===== src/common/rpdl_pkg.sv =====
/*
  Constants for the reset-pulse and decade-latch host controller.
  Assumes a 40 MHz system clock; times are in nanoseconds.
*/
package rpdl_pkg;
  localparam int CLK_PERIOD_NS = 25;
  // Settle time before transfer: 12 us plus 7 us per extra decade
  localparam int SETTLE_BASE_NS = 12000;
  localparam int SETTLE_PER_DECADE_NS = 7000;
  localparam int T2_MIN_NS = 8000;
  localparam int T3_MIN_NS = 15000;
  localparam int STAGGER_NS = 25000;
  // Width of each reset pulse the host drives on the trigger line
  localparam int TRIG_PULSE_NS = 15000;
  // Least times round up to whole cycles
  localparam int T2_CYC = (T2_MIN_NS + CLK_PERIOD_NS - 1) / CLK_PERIOD_NS;
  localparam int T3_CYC = (T3_MIN_NS + CLK_PERIOD_NS - 1) / CLK_PERIOD_NS;
  localparam int STAGGER_CYC = (STAGGER_NS + CLK_PERIOD_NS - 1) / CLK_PERIOD_NS;
  localparam int TRIG_CYC = (TRIG_PULSE_NS + CLK_PERIOD_NS - 1) / CLK_PERIOD_NS;
  localparam int CNT_W = 16;
  localparam int DIGITS = 10;
  localparam logic [9:0] DIGIT_IDLE = 10'h3FF;
  localparam int HOUR_TERMINAL = 23;
  localparam int MINUTE_TERMINAL = 59;
  // Power-up memory-reset hold before counter trigger edge
  localparam int PWRUP_NS = 50000;
  localparam int PWRUP_CYC = (PWRUP_NS + CLK_PERIOD_NS - 1) / CLK_PERIOD_NS;

  function automatic int settleCycles(input int decades);
    settleCycles = (SETTLE_BASE_NS + SETTLE_PER_DECADE_NS * (decades - 1)
      + CLK_PERIOD_NS - 1) / CLK_PERIOD_NS;
  endfunction
endpackage


===== src/core/rpdl_decode.sv =====
/*
  Combinational BCD 1248 to active-low one-of-ten decoder.
  Assumes the BCD value is already in the sys_clk domain.
*/
`timescale 1ns/1ps
module rpdl_decode (
  // Binary digit
  input wire logic [3:0] bcdIn,
  // Active-low one-hot digit
  output logic [9:0] digitN
);
  always_comb begin
    digitN = rpdl_pkg::DIGIT_IDLE;
    // Codes above nine give no low line
    if (bcdIn < 4'(rpdl_pkg::DIGITS)) begin
      digitN[bcdIn] = 1'b0;
    end
  end
endmodule // rpdl_decode


===== src/core/rpdl_host.sv =====
/*
  Host controller that drives a reset-pulse generator and a chain of
  decade buffer latches through their pins.
  Assumes the generator and latches are external; their feedback pins
  arrive asynchronously and are synchronised here.
  Transfer strobes rest high: a latch wipes its digit while its strobe is low.
*/
// How it works
// - Host lowers gate only while trigger is low.
// - Memory reset feeds back to hold trigger high during preset reset.
// - Host resets counters and memories at power-up.
// - Memories reset first, then trigger edge resets counters.
// - Each stage resets at its own terminal count, else inhibited.
// - Exactly one digit input low at capture edge; a BCD code above nine leaves all ten lines high.
// - Transfer pulse comes from a capture request, or is held low during the power-up memory clear.
// - Transfer timing keeps settle, 8 us and 15 us limits.
// - Binary counters pass a BCD to one-of-ten decoder first.
// - Chain transfers issue in order, 25 us apart.
// - Counter outputs are active-low one-hot.
`timescale 1ns/1ps
module rpdl_host #(
  parameter int DECADES = 1,
  parameter int STAGES = 2,
  parameter int PWRUP_CYCLES = rpdl_pkg::PWRUP_CYC
) (
  // Clock and reset
  input wire logic sys_clk,
  input wire logic reset_n,
  // User requests
  input wire logic resetReq,
  input wire logic captureReq,
  input wire logic [3:0] countBcd,
  input wire logic [6:0] stageCount,
  input wire logic stageIsHours,
  // Generator pins
  output logic trigOut,
  output logic gateOut,
  input wire logic memResetIn,
  // Counter digit out to first latch
  output logic [9:0] digitOut,
  // Latch transfer strobes, far stage (STAGES-1) first
  output logic [STAGES-1:0] xferOut,
  // Status
  output logic busy,
  output logic pwrupDone
);
  typedef enum {ST_PWR_MEM, ST_PWR_TRIG, ST_IDLE, ST_TRIG, ST_TRIG_LOW,
    ST_SETTLE, ST_XFER, ST_GAP} rpdl_state_t;

  localparam logic [rpdl_pkg::CNT_W-1:0] SETTLE_CYC =
    rpdl_pkg::CNT_W'(rpdl_pkg::settleCycles(DECADES));
  localparam logic [rpdl_pkg::CNT_W-1:0] TRIG_CYC = rpdl_pkg::CNT_W'(rpdl_pkg::TRIG_CYC);
  localparam logic [rpdl_pkg::CNT_W-1:0] T2_CYC = rpdl_pkg::CNT_W'(rpdl_pkg::T2_CYC);
  localparam logic [rpdl_pkg::CNT_W-1:0] STAG_CYC =
    rpdl_pkg::CNT_W'(rpdl_pkg::STAGGER_CYC);
  localparam logic [rpdl_pkg::CNT_W-1:0] T3_CYC = rpdl_pkg::CNT_W'(rpdl_pkg::T3_CYC);
  localparam logic [rpdl_pkg::CNT_W-1:0] PWR_CYC = rpdl_pkg::CNT_W'(PWRUP_CYCLES);

  rpdl_state_t state_reg;
  logic [rpdl_pkg::CNT_W-1:0] timer_reg;
  logic [$clog2(STAGES+1)-1:0] stage_reg;
  logic memSync1_reg, memSync2_reg;
  logic [9:0] decoded;
  logic terminal;
  logic [STAGES-1:0] stageFire;

  // ----------------------------------------
  // Helpers
  // ----------------------------------------
  // Phase timer has run its full count
  function automatic logic reached(input logic [rpdl_pkg::CNT_W-1:0] count,
      input logic [rpdl_pkg::CNT_W-1:0] limit);
    reached = (count >= limit);
  endfunction

  // Strobe select for the stage being served; the far end of the chain goes first
  function automatic logic [STAGES-1:0] stageSelect(
      input logic [$clog2(STAGES+1)-1:0] idx);
    stageSelect = '0;
    for (int i = 0; i < STAGES; i++) begin
      stageSelect[i] = (int'(idx) == STAGES - 1 - i);
    end
  endfunction

  // ----------------------------------------
  // Input synchroniser
  // ----------------------------------------
  always_ff @(posedge sys_clk or negedge reset_n) begin
    if (!reset_n) begin
      memSync1_reg <= 1'b0;
      memSync2_reg <= 1'b0;
    end else begin
      memSync1_reg <= memResetIn;
      memSync2_reg <= memSync1_reg;
    end
  end

  rpdl_decode uDecode (
    .bcdIn(countBcd),
    .digitN(decoded)
  );

  // Stage reset allowed only at its own terminal count
  assign terminal = stageIsHours ? (stageCount == 7'(rpdl_pkg::HOUR_TERMINAL))
                                 : (stageCount == 7'(rpdl_pkg::MINUTE_TERMINAL));

  // ----------------------------------------
  // Transfer strobe select
  // ----------------------------------------
  // Only one stage is served at a time, so outside power-up at most one strobe is low
  assign stageFire = (state_reg == ST_XFER) ? stageSelect(stage_reg) : '0;

  // ----------------------------------------
  // Sequencer
  // ----------------------------------------
  always_ff @(posedge sys_clk or negedge reset_n) begin
    if (!reset_n) begin
      state_reg <= ST_PWR_MEM;
      timer_reg <= '0;
      stage_reg <= '0;
    end else begin
      timer_reg <= timer_reg + 1'b1;
      unique case (state_reg)
        ST_PWR_MEM: begin
          // Memories clear first; counters wait for the power-up hold time
          if (reached(timer_reg, PWR_CYC)) begin
            state_reg <= ST_PWR_TRIG;
            timer_reg <= '0;
          end
        end
        ST_PWR_TRIG, ST_TRIG: begin
          // Hold trigger while the memory-reset echo stands
          if (reached(timer_reg, TRIG_CYC) && !memSync2_reg) begin
            state_reg <= ST_TRIG_LOW;
            timer_reg <= '0;
          end
        end
        ST_TRIG_LOW: begin
          // Trigger rests low before any new request may start
          if (reached(timer_reg, T3_CYC)) begin
            state_reg <= ST_IDLE;
            timer_reg <= '0;
          end
        end
        ST_IDLE: begin
          // Requests are looked at only here, one at a time; a reset at terminal count wins
          timer_reg <= '0;
          stage_reg <= '0;
          if (resetReq && terminal) begin
            state_reg <= ST_TRIG;
          end else if (captureReq) begin
            state_reg <= ST_SETTLE;
          end
        end
        ST_SETTLE: begin
          // Counter outputs settle before the first transfer edge
          if (reached(timer_reg, SETTLE_CYC)) begin
            state_reg <= ST_XFER;
            timer_reg <= '0;
          end
        end
        ST_XFER: begin
          // Strobe low time meets the 8 us minimum
          if (reached(timer_reg, T2_CYC)) begin
            state_reg <= ST_GAP;
            timer_reg <= '0;
          end
        end
        ST_GAP: begin
          // Last stage first, so each digit moves one place on
          if (reached(timer_reg, STAG_CYC)) begin
            timer_reg <= '0;
            if (stage_reg == ($clog2(STAGES+1))'(STAGES - 1)) begin
              state_reg <= ST_IDLE;
            end else begin
              stage_reg <= stage_reg + 1'b1;
              state_reg <= ST_XFER;
            end
          end
        end
      endcase
    end
  end

  // ----------------------------------------
  // Pin drive
  // ----------------------------------------
  always_ff @(posedge sys_clk or negedge reset_n) begin
    if (!reset_n) begin
      trigOut <= 1'b0;
      gateOut <= 1'b1;
      digitOut <= rpdl_pkg::DIGIT_IDLE;
      xferOut <= '0;
    end else begin
      trigOut <= (state_reg == ST_PWR_TRIG) || (state_reg == ST_TRIG);
      // Gate only moves while trigger is low, so no stray pulse
      if (!trigOut) begin
        gateOut <= (state_reg == ST_PWR_MEM) || (state_reg == ST_SETTLE)
          || (state_reg == ST_XFER) || (state_reg == ST_GAP);
      end
      digitOut <= decoded;
      // Strobes rest high so every latch keeps its digit; a low level wipes it
      if (state_reg == ST_PWR_MEM) begin
        // Held low while the memories clear, so no stale digit survives
        xferOut <= '0;
      end else begin
        // Low for the transfer time; the latch takes its input on the way back up
        xferOut <= ~stageFire;
      end
    end
  end

  assign busy = (state_reg != ST_IDLE);
  assign pwrupDone = (state_reg != ST_PWR_MEM) && (state_reg != ST_PWR_TRIG);
endmodule // rpdl_host


===== config.mk =====
export PLATFORM = sky130hd
export DESIGN_NAME = rpdl_host
export DESIGN_NICKNAME = d
export VERILOG_FILES = /design/src/common/rpdl_pkg.sv /design/src/core/rpdl_decode.sv /design/src/core/rpdl_host.sv
export SDC_FILE = /design/constraint.sdc
export NUM_CORES = 1
export LEC_CHECK = 0
export BUFFER_PORTS_ARGS = -buffer_cell sky130_fd_sc_hd__buf_4
export CAP_MARGIN = 10
export CORE_MARGIN = 2
export CORE_UTILIZATION = 49
export CTS_CLUSTER_DIAMETER = 40
export CTS_CLUSTER_SIZE = 8
export DETAILED_ROUTE_END_ITERATION = 8
export PLACE_DENSITY_LB_ADDON = 0.15
export SLEW_MARGIN = 10
export SYNTH_ARGS = -nofsm -noshare
export SYNTH_HDL_FRONTEND = slang
export SYNTH_SLANG_ARGS = --single-unit
export TNS_END_PERCENT = 100

===== constraint.sdc =====
create_clock -name sys_clk -period 2.3 [get_ports sys_clk]
set_input_delay 0.115 -clock sys_clk [delete_from_list [all_inputs] [get_ports sys_clk]]
set_output_delay 0.115 -clock sys_clk [all_outputs]
set_load 0.05 [all_outputs]

; Word level (Yosys, flattened, before mapping)
; Cells that the tools add are included.
; Widths: inputs -> output; s select.
[word_totals]
reg_bits = 66
latchBits = 0
ramBits = 0
rom_bits = 0
input_bits = 17
n_memories = 0
[classes]
addsub = 2
n_mul = 0
n_div = 0
order_cmp = 8
eq_ne = 26
shift = 0
mux = 26
n_bitwise = 2
n_reduce_logical = 17
[op_table]
columns = operator, n
row1 = $mux 32, 8
row2 = $pmux 32 s7, 1
row3 = $eq 32x3->1 const B, 5
row4 = $pmux 16 s7, 1
row5 = $eq 32x2->1 const B, 3
row6 = $eq 32x4->1 const B, 3
row7 = $mux 16, 6
row8 = $logic_not 32->1, 2
row9 = $eq 32x1->1 const B, 1
row10 = $ge 16x10->1 const B, 2
row11 = $ge 16x9->1 const B, 2
row12 = $ne 32x2->1 const B, 1
row13 = $ne 32x3->1 const B, 1
row14 = $reduce_bool 32->1, 1
row15 = $add 16x1->16 const B, 1
row16 = $ge 16x11->1 const B, 1
row17 = $ne 2x2->1 const B, 7
row18 = $mux 10, 1
row19 = $not 10->10, 1
row20 = $mux 2, 4
row21 = $eq 7x5->1 const B, 1
row22 = $eq 7x6->1 const B, 1
row23 = $reduce_and 7->1, 1
row24 = $lt 4x5->1 const B, 1
row25 = 18 further kinds, 25

; Longest topological paths before layout
[logic_depth]
word_depth = 6
mapped_depth = 9
mapped_depth_nobuf = 6

; Cells and area by module
; Synthesis repeated with hierarchy kept, for this count alone.
[unflattened]
hier_cells = 174
hier_area_um2 = 1818.0
[by_module_without_submodules]
columns = module, n_inst, cells_each, area_per_inst_um2, seq_area_each_um2
row1 = rpdl_host, 1, 164, 1716.6, 939.7
row2 = rpdl_decode, 1, 10, 101.3, 0.0

; Worst setup path after synthesis
; Ideal clock, no wire load.
[synth_path]
kind = flip-flop to flip-flop
start = reg timer_reg[14] in the netlist's numbering
end = reg timer_reg[11] in the netlist's numbering
t_arrival_ns = 2.074
required_ns = 2.228
slack_ns = 0.154
stages_incl_launch_ff = 9
period_less_slack_ns = 2.146
cell_sequence = dfrtp_1 or4_1 or3_4 nor4b_2 nor4_1 nor2b_4 buf_6 buf_6 nor2_1
[synth_between]
elab_chain_cells = 4
word_cells_on_any_way = 13
[synth_rtl]
columns = element, line_no
row1 = from (decl), rpdl_host.sv:60  ; logic [rpdl_pkg::CNT_W-1:0] timer_reg;
row2 = from (signal assigned), rpdl_host.sv:122  ; timer_reg <= timer_reg + 1'b1;
row3 = $ge 16x10->1, rpdl_host.sv:73  ; reached = (count >= limit);
row4 = $logic_and 1x1->1, rpdl_host.sv:133  ; if (reached(timer_reg, TRIG_CYC) && !memSync2_reg) begin
row5 = $mux 16, rpdl_host.sv:133
row6 = $pmux 16 s7 *, rpdl_host.sv:123  ; unique case (state_reg)
; Every way passes the cells marked *; elsewhere a longest branch is shown, timed or not.
; A chain may end at the register's enable or synchronous reset.

; Worst setup path in the final report
[layout_path]
start = reg timer_reg[15] in the netlist's numbering
end = reg state_reg[0]
[layout_between]
elab_chain_cells = 4
word_cells_on_any_way = 13
[layout_rtl]
columns = element, line_no
row1 = $ge 16x10->1, rpdl_host.sv:73
row2 = $logic_and 1x1->1, rpdl_host.sv:133
row3 = $ne 2x2->1 (no line), n/a
row4 = $reduce_and 7->1 (no line) *, n/a
row5 = to (signal assigned), rpdl_host.sv:134  ; state_reg <= ST_TRIG_LOW;
row6 = to (signal assigned), rpdl_host.sv:141  ; state_reg <= ST_IDLE;
row7 = to (signal assigned), rpdl_host.sv:150  ; state_reg <= ST_TRIG;
row8 = to (decl), rpdl_host.sv:59  ; rpdl_state_t state_reg;
; Marked as above.

==> results.py <==
metrics = {
    "power": {
        "power.density_nw_per_um2": 551.3,
        "p_switching_uw": 262.4,
        "p_leak_nw": 0.9684,
        "p_int_uw": 986.9,
        "comb_power_share_pct": 6.2,
        "peakVddDrop_v": 0.0005531,
        "p_clk_share_pct": 40.8,
        "swShare_pct": 21.00,
        "power.total_mw": 1.249,
        "power_frac_seq_pct": 53.0,
    },
    "worst_hold_path": {
        "worstHoldStart": "countBcd[3]",
        "hold_path_depth": 3,
        "holdCritPathClass": "input port to register",
        "hold_end": "digitOut[2]",
    },
    "sta": {
        "rsz0062_at_grt": "true",
        "slew_headroom_pct": 69.12,
        "drv_slew": 0,
        "finalCritPeriodShare_pct": 96.35,
        "setup_viol": 0,
        "period_needed_ps": 2216,
        "finalHoldViolCount": 0,
        "tightest_slew_ps": 459.3,
        "max_freq_mhz": 451.2,
        "fin_skew_ps": 4.355,
        "whs_ps": 18.73,
    },
    "clock_network": {
        "root_buffer": "clkbuf_4",
        "cts_sinks": 37,
        "cts.clk_slew.worst_paths_ps": 110,
        "cts_tree": "built",
        "clock_latency_ps": 340,
        "cts_max_path_buffers": 2,
        "htree_levels": 2,
        "numCtsBuffers": 5,
    },
    "die": {
        "initial_core_util_pct": 52.53,
        "die_area_um2": 4162,
        "io_pins": 33,
        "rows": 21,
        "die_h_um": 64.51,
        "coreArea_um2": 3416,
        "die_w_um": 64.51,
    },
    "logic_synthesis": {
        "ys_ff_latch": 37,
        "synth_xor_area_share_pct": 7.322,
        "synth.avg_cell_area_um2": 9.751,
        "synth_mux_area_share_pct": 0,
        "ys_warn_count": 0,
        "synthesis.area_um2": 1794,
        "synth_top_family_by_area": "simple AND/OR/NAND/NOR gates",
        "yosys.area_share.simple_pct": 26.36,
        "synth_fp_nets": 205,
        "yosysSeqAreaShare_pct": 52.37,
        "synth-adder-area-share_pct": 2.789,
        "synth_cell_types": 39,
        "synth-compound-area-share_pct": 7.113,
        "synth_cells": 184,
    },
    "placement": {
        "post_dp_cell_area_um2": 2079,
        "port_buffers": 32,
        "dp_hpwl_um": 2563,
        "gp_congestion": 0.7823,
        "dp_cells": 259,
    },
    "layout": {
        "syn_to_final_growth_pct": 26.29,
        "layout_common_cells": "buf_4 (37), nor2_1 (27), dfrtp_1 (26)",
        "diodes": 0,
        "fin_cells": 274,
        "n_fill_cell": 280,
        "design_area_um2": 2266,
        "post-route-util_pct": 66.34,
        "finalNetCount": 248,
        "largest_register_ffs": 16,
        "final_common_cell": "buf_4",
        "layout-drive-gt1-share_pct": 27.63,
    },
    "worst_setup_path": {
        "crit_path_start_kind": "register",
        "worstPathMaxFanout": 7,
        "crit_arrival_ps": 2490,
        "endpoint_kind": "register",
        "r2r-end": "state_reg[0]",
        "r2r_slack_ps": 80,
        "worstSetupPathType": "register to register",
        "required_ps": 2570,
        "r2r-start": "timer_reg[15]",
        "reg2regPathDepth": 7,
    },
    "global_route": {
        "grt_remaining_overflow": 0,
        "grt_pass1_wl_um": 6251,
        "grt_max_degree": 38,
        "grt_usage_pct": 19.44,
        "grt_pass1_vias": 1453,
        "antenna_found_initial": 0,
    },
    "detailed_routing": {
        "post-route-drc-count": 0,
        "via_count": 1435,
        "via_per_inst": 5.237,
        "drtPass1Iterations": 4,
        "avgRoutedWirePerCell_um": 12.93,
        "wl_um": 3543,
        "drtAntennaViolNets": 0,
        "drt-initial-drc-count": 71,
    },
    "outcome": {
        "status": "finished clean",
    },
    "run": {
        "drv_cap": 0,
    },
}
-- through the flow --
stage	setup WS [ps]	setup TNS, ps
after floorplan	154.4	0
after global placement	142.4	0
after detailed placement	29.44	0
after CTS	18.60	0
after global routing	-73.79	-879.3
final	83.88	0
-- worst max path at each step --
| stage | start | to | depth (start not counted) |
|---|---|---|---|
| finish | timer_reg[15] | state_reg[0] | 7 |
| global route | timer_reg[14] | timer_reg[11] | 7 |
| CTS | timer_reg[14] | state_reg[1] | 7 |
| detailed placement | timer_reg[14] | state_reg[2] | 5 |
| global placement | timer_reg[14] | stage_reg[1] | 4 |
| floorplan | timer_reg[14] | timer_reg[11] | 8 |
-- worst max-delay path: stages, from the launching register on --
cell	delay, ps
dfrtp_1	410
or4_1	530
or3_4	380
a211oi_1	280
nor4_2	120
nor2b_4	150
buf_4	150
o21ai_0	130
-- cells in the mapped netlist --
master	n	area share, %
nor3_1	3	0.84
o211ai_1	2	0.84
nor4_1	2	0.70
o21a_1	1	0.42
a31oi_1	2	0.70
and4b_1	1	0.56
nand2_1	22	4.6
o22ai_1	1	0.35
nor2b_4	1	0.77
and3_1	3	1.0
o2111ai_1	1	0.49
nand3_1	17	4.7
o21ai_0	7	2.0
or2_2	1	0.35
inv_1	8	1.7
buf_2	1	0.28
or4_1	1	0.42
clkbuf_1	4	0.84
and4_1	1	0.49
nor3b_1	1	0.42
a21boi_0	1	0.42
a32oi_1	1	0.49
or3b_2	1	0.49
xnor2_1	7	3.4
or3_4	1	0.63
dfstp_2	11	16
nor2b_1	7	2.4
and2_1	1	0.35
a211oi_1	1	0.42
buf_6	2	1.3
and2_0	1	0.35
dfrtp_1	26	36
nor2_1	27	5.6
a32o_1	1	0.56
xor2_1	8	3.9
ha_1	4	2.8
a2111oi_0	1	0.49
nor4b_2	1	0.84
nand4_1	2	0.70
-- layout make-up --
cell class	count	area (µm²)	share of cell area, %
Sequential cell	37	939.7	41.47
Clock inverter	2	35.03	1.546
Inverter	8	30.03	1.325
Tap cell	46	57.56	2.540
Clock buffer	6	62.56	2.761
Timing Repair Buffer	43	337.8	14.91
Multi-Input combinational cell	132	803.3	35.45
-- per-layer routing --
layer / global-route usage, % / vias to the layer above / part of all wire [%]
met2: 34.11 / 35 / 52
met3: 5.903 / 7 / 4.9
met4: 5.585 / 0 / 1.8
met1: 23.05 / 686 / 42
li1: - / 707 / -
met5: 0 / - / 0
-- cell families (layout without fill, tap and decap cells) --
group	Yosys count	count (layout)
fa+ha+maj	4	4
buf+inv	15	59
flops	37	37
simple gates	94	94
compound gates	19	19
xor+xnor	15	15
-- power by group through the flow --
| stage | sequential [mW] | combinational, mW | clock, mW |
|---|---|---|---|
| 3_3_place_gp | 0.674 | 0.0692 | 0 |
| 6_report | 0.662 | 0.0777 | 0.509 |
| 2_1_floorplan | 0.691 | 0.00927 | 0 |
| 3_5_place_dp | 0.674 | 0.0722 | 0 |
| 5_1_grt | 0.663 | 0.0858 | 0.556 |
| 4_1_cts | 0.662 | 0.0797 | 0.527 |
-- repair_timing --
action,in CTS,in global routing
hold buffers,6,0
hold endpoints to repair,31,0
setup buffers,0,1
gates resized for setup,0,5
endpoints found under the setup margin,0,19
(Power assumes the default switching activity.)
